--- src/rtl/adcdc_pkg.sv ---
// shared constants for the daisy-chain converter readout block
package adcdc_pkg;
  localparam int RESULT_W = 16;         // result width in bits
  localparam int SYNC_STAGES = 3;       // pin synchroniser depth
  localparam int CONV_TIME_NS = 700;    // conversion time, free figure
  localparam int CLK_PERIOD_NS = 50;    // ref clock period
  localparam int CONV_CYCLES = (CONV_TIME_NS + CLK_PERIOD_NS - 1) / CLK_PERIOD_NS;
  localparam int BUF_DEPTH = 2;         // result hand-off buffer entries
  typedef enum logic [1:0] {ADCDC_IDLE, ADCDC_CONV, ADCDC_READ} adcdc_state_t;
endpackage

--- src/rtl/adcdc_readout.sv ---
// serial readout of a converter result in daisy-chain operation
`timescale 1ns/100ps
////////////////////////////////////////////////////////////////////////////////
// Notes on behaviour
// - with chain input and conversion start both low the serial output is driven low, except while converting with the indicator off, when it is released.
// - a conversion start rising edge while the shift clock is high starts a conversion.
// - such a start selects chain operation with the completion indicator enabled.
// - with the indicator on, the output goes high once the whole chain has converted.
// - after conversion the converter acquires and idles in standby until the next start.
// - the result leaves msb first, one bit per later falling shift clock edge.
// - each falling shift clock edge in readback loads the chain input into the register's input end, except the first one with the indicator on.
// - a start edge while the shift clock is low selects chain mode, indicator off.
// - with the indicator off the msb appears as soon as the conversion completes.
// - the output stays valid across both shift clock edges after its update.
////////////////////////////////////////////////////////////////////////////////
// the pins are sampled by the block clock, so every shift clock phase must last
// several block clock periods; a level seen on fewer than two edges is dropped
// a conversion completes only once a sample word waits in the buffer, so with no
// word offered the block stays busy instead of shifting out a stale result
module adcdc_readout #(
  parameter int RESULT_W = adcdc_pkg::RESULT_W,
  parameter int CONV_CYCLES = adcdc_pkg::CONV_CYCLES
) (
  input wire logic ref_clk_in,                    // 20 MHz block clock
  input wire logic srst_in,                       // synchronous reset, high
  input wire logic conversion_start_in,           // conversion start pin
  input wire logic shift_clk_in,                  // link shift clock pin
  input wire logic serial_chain_in,               // upstream chain data pin
  input wire logic [RESULT_W-1:0] sample_data_in, // converted sample word
  input wire logic sample_valid_in,               // sample word offered
  output logic sample_ready_out,                  // buffer can take a word
  output logic serial_result_out,                 // serial output level
  output logic serial_result_oe_out,              // serial output drive enable
  output logic busy_ind_en_out,                   // indicator mode selected
  output logic converting_out                     // conversion in progress
);
  ////////////////////////////////////////////////////////////////////////////
  // three-stage synchronisers; changes count once stages two and three agree
  // reset clears every stage, so the pins read low until real levels pass through
  logic [adcdc_pkg::SYNC_STAGES-1:0] cnv_s_r, sck_s_r, sdi_s_r;
  logic cnv_r, sck_r, sdi_r;
  always_ff @(posedge ref_clk_in) begin
    if (srst_in) begin
      cnv_s_r <= '0;
      sck_s_r <= '0;
      sdi_s_r <= '0;
    end else begin
      cnv_s_r <= {cnv_s_r[1:0], conversion_start_in};
      sck_s_r <= {sck_s_r[1:0], shift_clk_in};
      sdi_s_r <= {sdi_s_r[1:0], serial_chain_in};
    end
  end

  // filtered levels only move when the last two stages agree
  always_ff @(posedge ref_clk_in) begin
    if (srst_in) begin
      cnv_r <= 1'b0;
      sck_r <= 1'b0;
      sdi_r <= 1'b0;
    end else begin
      if (cnv_s_r[1] == cnv_s_r[2]) cnv_r <= cnv_s_r[2];
      if (sck_s_r[1] == sck_s_r[2]) sck_r <= sck_s_r[2];
      if (sdi_s_r[1] == sdi_s_r[2]) sdi_r <= sdi_s_r[2];
    end
  end

  // previous filtered levels; both reset to the filtered reset level so that
  // no false start or shift edge is seen in the first cycle after reset
  logic cnv_d_r, sck_d_r;
  always_ff @(posedge ref_clk_in) begin
    if (srst_in) begin
      cnv_d_r <= 1'b0;
      sck_d_r <= 1'b0;
    end else begin
      cnv_d_r <= cnv_r;
      sck_d_r <= sck_r;
    end
  end
  // one-cycle edge strobes on the filtered levels
  logic cnv_rise, sck_fall;
  assign cnv_rise = cnv_r & ~cnv_d_r;
  assign sck_fall = ~sck_r & sck_d_r;

  ////////////////////////////////////////////////////////////////////////////
  // two-entry buffer for sample words; a late consumer never drops a word
  logic [RESULT_W-1:0] buf_mem_r [adcdc_pkg::BUF_DEPTH];
  logic buf_wp_r, buf_rp_r;
  logic [1:0] buf_cnt_r;
  logic buf_push, buf_pop, buf_out_valid;
  // a word is pushed when offered and ready; the sequencer pops it at completion
  assign buf_out_valid = (buf_cnt_r != 2'd0);
  assign buf_push = sample_valid_in & sample_ready_out;
  always_ff @(posedge ref_clk_in) begin
    if (srst_in) begin
      buf_wp_r <= 1'b0;
      buf_rp_r <= 1'b0;
      buf_cnt_r <= 2'd0;
      sample_ready_out <= 1'b1;
    end else begin
      if (buf_push) begin
        buf_mem_r[buf_wp_r] <= sample_data_in;
        buf_wp_r <= ~buf_wp_r;
      end
      if (buf_pop) buf_rp_r <= ~buf_rp_r;
      buf_cnt_r <= buf_cnt_r + {1'b0, buf_push} - {1'b0, buf_pop};
      // ready is taken from the next count, so it stays a flop and still loses no slot
      sample_ready_out <= (buf_cnt_r + {1'b0, buf_push} - {1'b0, buf_pop}) <
                          2'(adcdc_pkg::BUF_DEPTH);
    end
  end

  ////////////////////////////////////////////////////////////////////////////
  // conversion sequencer: idle waits for a start edge, conv counts the conversion
  // time, read holds the result for shifting until the host drops conversion start
  adcdc_pkg::adcdc_state_t state_r;
  logic [$clog2(CONV_CYCLES+1)-1:0] conv_cnt_r;
  logic [RESULT_W-1:0] shreg_r;
  logic done_pulse;
  assign done_pulse = (state_r == adcdc_pkg::ADCDC_CONV) && (conv_cnt_r == '0) &&
                      buf_out_valid;
  assign buf_pop = done_pulse;

  always_ff @(posedge ref_clk_in) begin
    if (srst_in) begin
      state_r <= adcdc_pkg::ADCDC_IDLE;
      conv_cnt_r <= '0;
      busy_ind_en_out <= 1'b0;
      converting_out <= 1'b0;
    end else begin
      case (state_r)
        adcdc_pkg::ADCDC_IDLE: begin
          if (cnv_rise) begin
            state_r <= adcdc_pkg::ADCDC_CONV;
            busy_ind_en_out <= sck_r;
            conv_cnt_r <= ($clog2(CONV_CYCLES+1))'(CONV_CYCLES - 1);
            converting_out <= 1'b1;
          end
        end
        adcdc_pkg::ADCDC_READ: begin
          // dropping conversion start ends the readback and returns to standby
          if (!cnv_r) begin
            state_r <= adcdc_pkg::ADCDC_IDLE;
          end
        end
        adcdc_pkg::ADCDC_CONV: begin
          // a missing sample word holds the conversion open instead of showing stale data
          if (conv_cnt_r != '0) begin
            conv_cnt_r <= conv_cnt_r - 1'b1;
          end else if (buf_out_valid) begin
            // acquisition then standby until the next start edge
            state_r <= adcdc_pkg::ADCDC_READ;
            converting_out <= 1'b0;
          end
        end
        default: state_r <= adcdc_pkg::ADCDC_IDLE;
      endcase
    end
  end

  ////////////////////////////////////////////////////////////////////////////
  // shift register: load on completion, shift chain input in on falling edges
  logic ind_pending_r;
  always_ff @(posedge ref_clk_in) begin
    if (srst_in) begin
      shreg_r <= '0;
      ind_pending_r <= 1'b0;
    end else if (done_pulse) begin
      shreg_r <= buf_mem_r[buf_rp_r];
      ind_pending_r <= busy_ind_en_out;
    end else if (state_r == adcdc_pkg::ADCDC_READ && sck_fall) begin
      if (ind_pending_r) begin
        // first falling edge with indicator on only clears the busy-high bit
        ind_pending_r <= 1'b0;
      end else begin
        shreg_r <= {shreg_r[RESULT_W-2:0], sdi_r};
      end
    end
  end

  ////////////////////////////////////////////////////////////////////////////
  // idle level rule of the pin: driven low only while chain input and start are both low;
  // shared by standby and by the end of readback so both keep the same rule
  function automatic logic idle_drive(input logic chain_lvl, input logic start_lvl);
    return ~chain_lvl & ~start_lvl;
  endfunction

  // output drive; shifted result bits change only after falling edges so each holds across both edges
  always_ff @(posedge ref_clk_in) begin
    if (srst_in) begin
      serial_result_out <= 1'b0;
      serial_result_oe_out <= 1'b0;
    end else begin
      case (state_r)
        adcdc_pkg::ADCDC_CONV: begin
          if (busy_ind_en_out) begin
            // high only once upstream has also finished (its output high)
            serial_result_out <= 1'b0;
            serial_result_oe_out <= 1'b1;
          end else begin
            serial_result_out <= 1'b0;
            serial_result_oe_out <= 1'b0;
          end
        end
        adcdc_pkg::ADCDC_READ: begin
          if (!cnv_r) begin
            // start already low: readback is over, so the idle rule applies at once
            serial_result_oe_out <= idle_drive(sdi_r, cnv_r);
            serial_result_out <= 1'b0;
          end else begin
            serial_result_oe_out <= 1'b1;
            if (ind_pending_r) serial_result_out <= sdi_r;
            else serial_result_out <= shreg_r[RESULT_W-1];
          end
        end
        default: begin
          serial_result_oe_out <= idle_drive(sdi_r, cnv_r);
          serial_result_out <= 1'b0;
        end
      endcase
    end
  end
endmodule

--- config.mk ---
export PLATFORM = sky130hd
export DESIGN_NAME = adcdc_readout
export DESIGN_NICKNAME = d
export VERILOG_FILES = /design/src/rtl/adcdc_pkg.sv /design/src/rtl/adcdc_readout.sv
export SDC_FILE = /design/constraint.sdc
export NUM_CORES = 1
export LEC_CHECK = 0
export BUFFER_PORTS_ARGS = -buffer_cell sky130_fd_sc_hd__buf_2
export CAP_MARGIN = 20
export CORE_MARGIN = 2
export CORE_UTILIZATION = 40
export DETAILED_ROUTE_END_ITERATION = 10
export PLACE_DENSITY_LB_ADDON = 0.3
export SYNTH_ARGS = -nofsm -noshare
export SYNTH_HDL_FRONTEND = slang
export SYNTH_SLANG_ARGS = --single-unit
--- constraint.sdc ---
create_clock -name ref_clk_in -period 3.03 [get_ports ref_clk_in]
set_clock_uncertainty 0.2 [all_clocks]
set_input_delay 0.303 -clock ref_clk_in [delete_from_list [all_inputs] [get_ports ref_clk_in]]
set_output_delay 0.303 -clock ref_clk_in [all_outputs]
set_load 0.01 [all_outputs]
-- Word level (Yosys, flattened, before mapping)
Memories as Yosys holds them, arrays and structs flattened. A register that Yosys moved wholly into a read port is not among the register bits.
Cells that the tools add are included.
- $add $sub $neg: 3
- bitwise logic cells: 11
- reductions and logical operators: 15
- equal/unequal tests: 11
- $lt $le $gt $ge: 1
- mux-type cells: 26
- operator list (kind ; number):
    $mux W16 ; 3
    $mux W1 ; 13
    $ne A2 B2 Y1 const B ; 5
    $mux W2 ; 4
    $mux W4 ; 2
    $pmux W4 S2 ; 1
    $reduce_and A4 Y1 ; 2
    $not A1 Y1 ; 7
    $pmux W2 S3 ; 1
    $reduce_bool A2 Y1 ; 3
    $and A1 B1 Y1 ; 4
    $logic_not A4 Y1 ; 1
    $pmux W1 S2 ; 2
    $reduce_and A2 Y1 ; 2
    $reduce_bool A4 Y1 ; 1
    $sub A4 B1 Y4 const B ; 1
    $eq A1 B1 Y1 ; 3
    $logic_and A1 B1 Y1 ; 3
    $reduce_and A3 Y1 ; 1
    $reduce_or A3 Y1 ; 1
    $add A2 B1 Y2 ; 1
    $eq A2 B1 Y1 const B ; 1
    $eq A2 B2 Y1 const B ; 1
    $logic_not A2 Y1 ; 1
    3 further kinds ; 3
- register bits: 46
- output and inout bits: 5
- memories kept: 1
- memory bits (writable): 32
- memories (memory ; depth ; bits a word ; read ports ; clocked after memory_dff ; write ports ; RTL line ; RTL):
    buf_mem_r ; 2 ; 16 ; 1 ; 1 ; 1 ; adcdc_readout.sv:86 ; logic [RESULT_W-1:0] buf_mem_r [adcdc_pkg::BUF_DEPTH];

-- Longest topological paths before layout
Gate-level depths: netlist (run 1).
- word-level depth: 5
- depth in mapped cells: 11
- depth with buffers taken out: 9

-- Worst setup path before layout (run 1)
No wires, ideal clock.
- kind: input port to flip-flop
- from: input srst_in
- to: memory buf_mem_r[0][0] (enable)
- data required time: 2.421 ns
- stages on the path: 3
- path buffers: 2
- setup time: 0.409 ns
- setup slack: 0.494 ns
- arrival: 1.926 ns
- path through: clkbuf_1 > buf_1 > nor3_1
- cells in the longest elaborated chain, start to end: 2
- RTL lines (element ; RTL line ; RTL):
    from (decl) ; adcdc_readout.sv:25 ; input wire logic srst_in,
    $mux W1 ; adcdc_readout.sv:94 ; if (srst_in) begin
    $mux W1 (implied by the code) ; adcdc_readout.sv:101 ; buf_mem_r[buf_wp_r] <= sample_data_in;
    to (decl) ; adcdc_readout.sv:86 ;
No other way between the ends.

-- Final worst setup path (run 1)
- from: register state_r[1]
- to: register sample_ready_out
- cells in the longest elaborated chain, start to end: 5
- RTL lines (element ; RTL line ; RTL):
    from (decl) ; adcdc_readout.sv:115 ; adcdc_pkg::adcdc_state_t state_r;
    from (signal assigned) ; adcdc_readout.sv:125 ; state_r <= adcdc_pkg::ADCDC_IDLE;
    from (signal assigned) ; adcdc_readout.sv:133 ; state_r <= adcdc_pkg::ADCDC_CONV;
    from (signal assigned) ; adcdc_readout.sv:142 ; state_r <= adcdc_pkg::ADCDC_IDLE;
    $eq A2 B1 Y1 ; adcdc_readout.sv:119 ; assign done_pulse = (state_r == adcdc_pkg::ADCDC_CONV) && (conv_cnt_r == '0) &&
    $logic_and A1 B1 Y1 (2 in a row) ; adcdc_readout.sv:119 ;
    $sub A2 B1 Y2 ; adcdc_readout.sv:107 ; sample_ready_out <= (buf_cnt_r + {1'b0, buf_push} - {1'b0, buf_pop}) <
    $lt A2 B2 Y1 ; adcdc_readout.sv:107 ;
    to (signal assigned) ; adcdc_readout.sv:107 ;
    to (decl) ; adcdc_readout.sv:31 ; output logic sample_ready_out,
No other way between the ends.
A chain may end at the register's enable or synchronous reset.

==> metrics.md, run 1 <==
| Metric | Value |
|---|---|
| Die width | `93.7 µm` |
| Slew margin rel. | `67.0%` |
| CTS buffer count | `9` |
| GR Overflow Total | `0` |
| Core area | `between 0.007 and 0.008 mm²` |
| Period utilization | `81.1%` |
| NumNets Final | `around 330` |
| Worst Reg-to-Reg Cells | `9` |
| Vias/cell | `4.88` |
| Drt drc | `0` |
| Mapped Nets | `~280` |
| CP Max Fanout | `9` |
| Setup-failing EPs final | `0` |
| Clock Latency Late Sink | `0.35 ns` |
| CP top delay family | `simple AND/OR/NAND/NOR gates` |
| Synth Area per Inst | `12.7 µm²` |
| Total die area | `0.00879 mm²` |
| Yosys warning count | `0` |
| Cell Area, Synth | `0.00322 mm²` |
| Final worst setup slack | `0.572 ns` |
| Reg-to-Reg End | `sample_ready_out$_SDFF_PP1_` |
| Hold WS | `0.200 ns` |
| GPL Wtd Cong | `0.825` |
| CP required | `just over 3 ns` |
| VDD IR max | `310 µV` |
| Flops & latches, synth | `79` |
| # clock sinks | `79` |
| Max-slew violations | `0` |
| Critical Path Start Type | `register` |
| Buf+Inv Stages, Crit Path | `1` |
| Placed insts | `376` |
| CP startpoint | `state_r[1]$_SDFFE_PP0P_` |
| Initial DRC count | `52` |
| MaxCap Viol Count | `0` |
| Root Buffer | `clkbuf_8` |
| Port buffer count | `26` |
| First-pass GRT wire length | `9040 µm` |
| Post-synth top flop | `dfxtp_1` |
| Yosys top cell area share | `29.8%` |
| Critical path capture point type | `register` |
| CP peak stage delay | `roughly 0.42 ns` |
| Post-layout util | `50.0%` |
| Starting Density | `41.5%` |
| Area Growth Syn to Fin | `20.7%` |
| Pwr dens | `roughly 540 mW/mm²` |
| R2r setup slk | `0.57 ns` |
| Vias in the first global route | `about 2000` |
| Antenna violations before repair | `0` |
| TNS Setup | `0 ns` |
| Area leader, netlist | `edfxtp_1` |
| Overall Global Routing Usage | `13.6%` |
| Crit path DAT | `2.50 ns` |
| Dpl ws | `0.566 ns` |
| Clk slew on worst S/H paths | `~0.080 ns` |
| Non-Filler Instances | `between 400 and 500` |
| Row count | `32` |
| Yosys cell types | `40` |
| Antenna cells | `0` |
| Post-route minimum period | `2.46 ns` |
| Post-synthesis sequential area ratio | `between 50 and 60%` |
| Crit-path cells | `inv_1 > ha_1 > and4bb_1 > nand2_4 > xor2_1 > ha_1 > xnor2_1 > xnor2_1 > or2_2` |
| Final hold vios | `0` |
| Number of post-CTS setup repair buffers | `0` |
| Routed len/inst | `13.1 µm` |
| Highest attainable clock frequency | `407 MHz` |
| Post_cts resized | `0` |
| Status | `finished, final reports clean` |
| Crit path kind | `reg -> reg` |
| Synth area leaders | `edfxtp_1 30%, dfxtp_1 29%, a211oi_2 7.4%` |
| # hold bufs at CTS | `19` |
| DRT Wirelength | `5380 µm` |
| TritonCTS clock tree | `yes` |
| Post-synth EDFFs | `32` |
| Synth cell count leaders | `47 x dfxtp_1, 32 x edfxtp_1, 31 x nor2b_1` |
| FFs w/ async S/R, synth | `0%` |
| RSZ-0062 raised after global routing | `false` |
| DP HPWL | `3340 µm` |
| CTS max path bufs | `2` |
| Initial DRT Pass Iterations | `4` |
| Layout cells sized above 1 | `25.2%` |
| DR vias | `between 2000 and 2500` |
| End point of the critical path | `sample_ready_out$_SDFF_PP1_` |
| Top-count cell post-synth | `dfxtp_1` |
| Slowest cell on crit path | `and4bb_1` |
| Worst hold path class | `in -> reg` |
| Worst-Margin Slew | `0.494 ns` |
| Die height | `93.7 µm` |
| Stages on worst setup path | `9` |
| Top Ports | `27` |
| H-tree levels | `3` |
| Gate Count Post-Synth | `254` |
| Post-DRT Antenna Nets | `0` |
| Reg2reg start | `state_r[1]$_SDFFE_PP0P_` |
| Largest net degree at the start of global routing | `35` |
| Lkg Pwr | `1.35 nW` |
[final cells by class]
type | count | area (µm²)
repair buffers | 53 | 400
fillers | 703 | 3880
clock inverters | 7 | 87.6
multi-input cells | 157 | 1230
well taps | 102 | 128
inverters | 5 | 18.8
flip-flops and latches | 79 | 1900
clock buffers | 9 | 124
[flip-flops by register name (all words and copies together) (netlist names), 2 cells and up, named ones only]
signal	flops
state_r	2
buf_cnt_r	2
buf_mem_r	32
shreg_r	16
cnv_s_r	3
sdi_s_r	3
sck_s_r	3
conv_cnt_r	4
[cells in the final DEF (no fill, tap or decap), drive strengths merged]
cell and count:
buf 34, clkinv 5, clkbuf 9, and3 1, a211oi 33, a21o 1, inv 5, mux2i 19
xor2 3, edfxtp 32, xnor2 2, nor2 8, nand2b 1, and2 1, nor2b 31, dlygate4sd3 19
nand2 8, dfxtp 47, and3b 1, o211ai 1, a221oi 1, nand3b 1, bufinv 2, ha 6
a31oi 1, mux2 1, or2 2, a21oi 11, or3b 1, nor3 5, and4bb 1, o21ai 10
nand3 3, or3 2, nor3b 2
[metrics by stage]
stage                     power (mW)  instance area [µm²]
after floorplan                 1.24                 3220
after global placement          1.27                 3460
after detailed placement        1.27                 3460
after CTS                       2.12                 3860
after global routing            2.17                 3890
final                           2.10                 3890
[kinds of logic after synthesis]
kind of cell    after synthesis  share of synthesized area [%]
flops                        79                           59.1
xor+xnor                      5                           1.36
compound gates               58                           15.0
mux                          20                           6.25
buf+inv                      18                           3.15
fa+ha+maj                     6                           2.33
simple gates                 68                           12.8
[layer usage]
layer / wire length, µm / vias up / global-route usage [%]
met3: 156 / 13 / 2.65
li1: - / 1028 / -
met5: 0 / - / 0
met2: 2560 / 32 / 22.7
met1: 2510 / 937 / 15.9
met4: 162 / 0 / 8.70
[worst min-delay path by stage]
stage                           from  slack [ns]                           end  depth (start not counted)
5_1_grt                      srst_in        0.23  busy_ind_en_out$_SDFFE_PP0P_                          2
3_3_place_gp   sdi_s_r[2]$_SDFF_PP0_        0.24            sdi_r$_SDFFE_PP0N_                          2
3_5_place_dp   cnv_s_r[0]$_SDFF_PP0_        0.24         cnv_s_r[1]$_SDFF_PP0_                          1
4_1_cts                      srst_in        0.19       buf_cnt_r[1]$_SDFF_PP0_                          2
2_1_floorplan                srst_in        0.18            cnv_d_r$_SDFF_PP0_                          1
6_report                     srst_in        0.20                      register                          2
[where the power goes]
part | switching, mW | leakage [nW] | total, mW | internal (mW)
combinational | 0.0562 | 0.564 | 0.111 | 0.0549
sequential | 0.0136 | 0.675 | 1.16 | 1.14
clock | 0.371 | 0.110 | 0.829 | 0.458
No activity file was read; power rests on OpenSTA's default activity.
==> run 2, diff against run 1 <==
Settings changed: ABC_AREA set to 1.
Clock period 3.03 ns to 2.41 ns, I/O delays scaled along.
==> metrics.md, run 2 <==
| Metric | Value |
|---|---|
| Synth area leaders | `edfxtp_1 29%, dfxtp_1 29%, nor2_1 9.0%` |
| TNS Setup | `0 ns` |
| Post-Synth Adder-Cell Area | `2.30%` |
| Port buffer count | `26` |
| TritonCTS clock tree | `yes` |
| Sequential power share | `approximately 54%` |
| Compound-Gate Fraction of Synth Area | `10.6%` |
| Clk slew on worst S/H paths | `0.08 ns` |
| Initial DRT Pass Iterations | `4` |
| Clock Latency Late Sink | `0.34 ns` |
| GR Overflow Total | `0` |
| Vias in the first global route | `2279` |
| Xor and xnor area share after synthesis | `less than 1%` |
| Internal power | `2.09 mW` |
| Setup-failing EPs final | `0` |
| Largest net degree at the start of global routing | `34` |
| Mapped Nets | `405` |
| Worst hold path class | `in -> reg` |
| CTS buffer count | `9` |
| CP required | `2.43 ns` |
| Pwr dens | `693 mW/mm²` |
| Antenna violations before repair | `0` |
| Most frequent cells in the layout | `78 x nor2_1, 57 x inv_1, 48 x nand2_1` |
| CP Max Fanout | `10` |
| Core area | `0.00781 mm²` |
| Post-route cell area | `0.00389 mm²` |
| Post-synthesis mux area share | `0%` |
| Post-synth EDFFs | `32` |
| Synth Area per Inst | `8.65 µm²` |
| Post-DRT Antenna Nets | `0` |
| Synth cell count leaders | `78 x nor2_1, 57 x inv_1, 48 x nand2_1` |
| Status | `finished, final reports clean` |
| Most common cell after layout, fill and taps aside | `nor2_1` |
| Top Ports | `27` |
| H-tree levels | `3` |
| Gate power share | `6.6%` |
| DR vias | `2407` |
| Placed insts | `roughly 500` |
| Period utilization | `around 85%` |
| Critical Path Start Type | `register` |
| Row count | `32` |
| Area leader, netlist | `edfxtp_1` |
| Die width | `94.3 µm` |
| Crit path kind | `reg -> reg` |
| Max-slew violations | `0` |
| Total net switching power | `about 0.6 mW` |
| Post_cts resized | `0` |
| Total die area | `0.00889 mm²` |
| Final hold vios | `0` |
| Crit path DAT | `approximately 2.1 ns` |
| NumNets Final | `452` |
| Flops & latches, synth | `79` |
| Layout cells sized above 1 | `14.2%` |
| DRT Wirelength | `5970 µm` |
| RSZ-0062 raised after global routing | `false` |
| Post-route minimum period | `about 2.1 ns` |
| MaxCap Viol Count | `0` |
| Yosys cell types | `26` |
| Vias/cell | `4.53` |
| Die height | `94.3 µm` |
| VDD IR max | `350 µV` |
| DP HPWL | `3680 µm` |
| Overall Global Routing Usage | `14.7%` |
| Starting Density | `41.7%` |
| Top-count cell post-synth | `nor2_1` |
| Slew margin rel. | `57.2%` |
| Biggest regs | `buf_mem_r: 32 flops, shreg_r: 16 flops, conv_cnt_r: 4 flops` |
| Area Growth Syn to Fin | `19.5%` |
| Drt drc | `0` |
| Yosys warning count | `0` |
| Largest Register | `buf_mem_r` |
| Switching Share | `between 20% and 30%` |
| CTS max path bufs | `2` |
| Pwr Total | `2.70 mW` |
| Worst-Margin Slew | `0.642 ns` |
| Non-Filler Instances | `about 530` |
| FFs w/ async S/R, synth | `0%` |
| Hold WS | `roughly 0.10 ns` |
| GPL Wtd Cong | `0.780` |
| Root Buffer | `clkbuf_8` |
| Largest family of logic cells by synthesized area | `simple AND/OR/NAND/NOR gates` |
| Max FFs per register | `32` |
| # clock sinks | `79` |
| First-pass GRT wire length | `10100 µm` |
| Post-synth top flop | `dfxtp_1` |
| Critical path capture point type | `register` |
| Post-synthesis sequential area ratio | `between 50 and 60%` |
| Yosys top cell area share | `about 29%` |
| Lkg Pwr | `about 1.6 nW` |
| Clock share of power | `39.6%` |
| Antenna cells | `0` |
| Highest attainable clock frequency | `485 MHz` |
| Initial DRC count | `around 100` |
| Placed inst area | `about 0.0035 mm²` |
| Gate Count Post-Synth | `377` |
| Routed len/inst | `11.2 µm` |
| Simple-gate share of the synthesized area | `19.2%` |
| Cell Area, Synth | `0.00326 mm²` |
[run 2: cell count changes in the layout (fill, tap and decap cells not counted), sizes merged, moves of 10 or more]
cell / change
o21ai: +43
nand3: +10
nand2: +40
inv: +59
nor2: +72
nor2b: -31
a211oi: -31
mux2i: -19
[run 2: metrics by stage]
step,util (%),setup WS [ns]
floorplan,-,0.176
global route,49.9,0.192
global placement,44.6,0.503
CTS,49.9,0.360
finish,49.9,0.350
detailed placement,44.6,0.370
[run 2: what timing repair did]
| item | 4_1_cts | 5_1_grt |
|---|---|---|
| endpoints found under the hold margin | 35 | 0 |
| buffers inserted | 0 | 0 |
| hold buffers | 19 | 0 |
[run 2: cells by family (layout without fill, tap and decap cells)]
| family | Yosys count | count (layout) |
|---|---|---|
| buf+inv | 76 | 128 |
| xor+xnor | 1 | 1 |
| simple gates | 148 | 148 |
| compound gates | 67 | 67 |
| fa+ha+maj | 6 | 6 |
| flops | 79 | 79 |
[run 2: path summary, 6_finish.rpt]
check / from / to / slack, ns / cells after the start
hold reg to reg: sck_s_r[0]$_SDFF_PP0_ / sck_s_r[1]$_SDFF_PP0_ / 0.21 / 2
setup reg to reg: state_r[1]$_SDFFE_PP0P_ / buf_cnt_r[1]$_SDFF_PP0_ / 0.35 / 9
setup / recovery: state_r[1]$_SDFFE_PP0P_ / buf_cnt_r[1]$_SDFF_PP0_ / 0.35 / 9
hold / removal: sample_valid_in / buf_wp_r$_SDFFE_PP0P_ / 0.10 / 4
[run 2: cell type report]
| type | count | area, µm² |
|---|---|---|
| Fill cell | 759 | 3910 |
| Tap cell | 102 | 128 |
| Clock buffer | 9 | 124 |
| Timing Repair Buffer | 49 | 350 |
| Inverter | 63 | 236 |
| Clock inverter | 7 | 96.3 |
| Sequential cell | 79 | 1900 |
| Multi-Input combinational cell | 222 | 1060 |
[run 2: power groups by stage]
| stage | clock, mW | sequential (mW) | combinational, mW |
|---|---|---|---|
| 5_1_grt | 1.15 | 1.46 | 0.204 |
| 6_report | 1.07 | 1.45 | 0.179 |
| 3_3_place_gp | 0 | 1.48 | 0.152 |
| 3_5_place_dp | 0 | 1.48 | 0.156 |
| 2_1_floorplan | 0 | 1.48 | 0.0995 |
| 4_1_cts | 1.10 | 1.45 | 0.181 |
[run 2: per-layer routing]
layer  GRT usage (%)  wire length, µm
met1            18.1             2850
met2            24.6             2860
met3            3.69              165
met4            6.16               89
met5               0                0
[run 2: worst max-delay path, stage by stage, from the launching register on]
cell and delay (ns):
dfxtp_1 0.33, inv_1 0.12, ha_1 0.38, nand4_1 0.20
nand2_1 0.12, ha_1 0.15, xor2_1 0.19, nand3_1 0.12
nand2_1 0.09, nor2_1 0.04
==> run 3, diff against run 2 <==
Settings changed: PLACE_DENSITY_LB_ADDON 0.3 to unset, SKIP_LAST_GASP set to 1.
==> metrics.md, run 3 (synthesized netlist as in run 2, its figures left out) <==
| Metric | Value |
|---|---|
| Status | `finished, final reports clean` |
| Slew margin rel. | `55.7%` |
| Hold Crit Start | `srst_in` |
| Highest attainable clock frequency | `493 MHz` |
| Critical Path Start Type | `register` |
| DRT Wirelength | `5970 µm` |
| Post-route minimum period | `around 2.0 ns` |
| Most common cell after layout, fill and taps aside | `nor2_1` |
| VDD IR max | `approximately 410 µV` |
| Area Growth Syn to Fin | `20.5%` |
| DP HPWL | `~3700 µm` |
| NumNets Final | `453` |
| # clock sinks | `79` |
| Number of fill cells | `740` |
| Total die area | `0.00889 mm²` |
| CP Max Fanout | `10` |
| Die height | `94.3 µm` |
| Row count | `32` |
| Worst hold path class | `in -> reg` |
| Drt drc | `0` |
| Largest Register | `buf_mem_r` |
| Most frequent cells in the layout | `78 x nor2_1, 57 x inv_1, 48 x nand2_1` |
| Largest net degree at the start of global routing | `34` |
| GR Overflow Total | `0` |
| CTS max path bufs | `2` |
| TNS Setup | `0 ns` |
| Max-slew violations | `0` |
| Reg area | `0.00190 mm²` |
| Vias/cell | `about 4.6` |
| GPL Wtd Cong | `0.759` |
| Max FFs per register | `32` |
| Setup-failing EPs final | `0` |
| Reg-to-Reg End | `buf_cnt_r[1]$_SDFF_PP0_` |
| Vias in the first global route | `2248` |
| Post-DRT Antenna Nets | `0` |
| Pwr dens | `714 mW/mm²` |
| First-pass GRT wire length | `slightly above 10000 µm` |
| Critical path capture point type | `register` |
| MaxCap Viol Count | `0` |
| Die width | `94.3 µm` |
| Clock Latency Late Sink | `0.34 ns` |
| Biggest regs | `buf_mem_r: 32 flops, shreg_r: 16 flops, conv_cnt_r: 4 flops` |
| Reg2reg start | `state_r[1]$_SDFFE_PP0P_` |
| CP required | `2.43 ns` |
| TritonCTS clock tree | `yes` |
| Final hold vios | `0` |
| Antenna cells | `0` |
| Crit path kind | `reg -> reg` |
| Crit path DAT | `2.05 ns` |
| Antenna violations before repair | `0` |
| Routed len/inst | `11.2 µm` |
| RSZ-0062 raised after global routing | `false` |
| Period utilization | `84.1%` |
| H-tree levels | `3` |
| Overall Global Routing Usage | `between 10% and 20%` |
| Initial DRC count | `between 100 and 150` |
| Hold Path Sink | `buf_cnt_r[0]$_SDFF_PP0_` |
| Top Ports | `27` |
| Initial DRT Pass Iterations | `4` |
| Clk slew on worst S/H paths | `0.08 ns` |
| Worst Reg-to-Reg Cells | `9` |
| Hold path depth | `2` |
| Area of the multi-input gates | `approximately 0.0011 mm²` |
| CP startpoint | `state_r[1]$_SDFFE_PP0P_` |
| R2r setup slk | `between 0.3 and 0.4 ns` |
| Port buffer count | `26` |
| Layout cells sized above 1 | `between 10% and 20%` |
| Core area | `0.00781 mm²` |
| CTS buffer count | `9` |
| Hold WS | `0.0649 ns` |
| DR vias | `2438` |
| Starting Density | `41.7%` |
| Root Buffer | `clkbuf_8` |
| Lkg Pwr | `1.59 nW` |
| Worst-Margin Slew | `0.664 ns` |
==> run 3: layout make-up <==
class	instances	area share, %
tap	102	3.25
clock buffer	9	3.15
timing repair buffer	50	9.11
inverter	63	6.02
sequential	79	48.4
clock inverter	7	3.06
multi-input combinational	222	27.0
==> run 3: worst max-delay path by stage <==
stage	endpoint	slack, ns	depth (start not counted)
after floorplan	buf_mem_r[1][0]$_DFFE_PP_	0.18	2
after global placement	buf_cnt_r[1]$_SDFF_PP0_	0.51	9
after detailed placement	buf_cnt_r[1]$_SDFF_PP0_	0.42	9
after CTS	buf_cnt_r[1]$_SDFF_PP0_	0.40	9
after global routing	buf_cnt_r[1]$_SDFF_PP0_	0.19	9
final	buf_cnt_r[1]$_SDFF_PP0_	0.38	9
==> run 3: what timing repair did <==
| action | 4_1_cts | 5_1_grt |
|---|---|---|
| resized for setup | 0 | 0 |
| hold buffers | 19 | 0 |
| endpoints found under the setup margin | 0 | 0 |
| buffers inserted | 0 | 0 |
| hold endpoints to repair | 35 | 0 |
==> run 3: routing by layer <==
layer / up-vias / wire length [µm] / track usage, %
met5: - / 0 / 0
met4: 0 / 92 / 5.80
met3: 10 / 210 / 4.01
met2: 46 / 2780 / 23.4
met1: 1092 / 2890 / 19.7
li1: 1290 / - / -
==> run 3: where the power goes <==
group          internal [mW]  switching [mW]
Sequential              1.44          0.0149
Clock                  0.691           0.482
Combinational         0.0757           0.104
Total                   2.20           0.601
==> run 3: per-stage QoR <==
step,util [%],instances,cell area (µm²),power (mW),worst slack (ns)
after floorplan,-,377,3260,1.58,0.176
after global placement,44.7,497,3490,1.63,0.507
after detailed placement,44.7,497,3490,1.64,0.422
after CTS,50.3,532,3930,2.82,0.401
after global routing,50.3,532,3930,2.92,0.195
final,50.3,532,3930,2.80,0.383
==> run 3: critical path: stages, from the launching register on <==
cell	delay, ns
dfxtp_1	0.32
inv_1	0.11
ha_1	0.39
nand4_1	0.18
nand2_1	0.11
ha_1	0.15
xor2_1	0.19
nand3_1	0.13
nand2_1	0.10
nor2_1	0.04
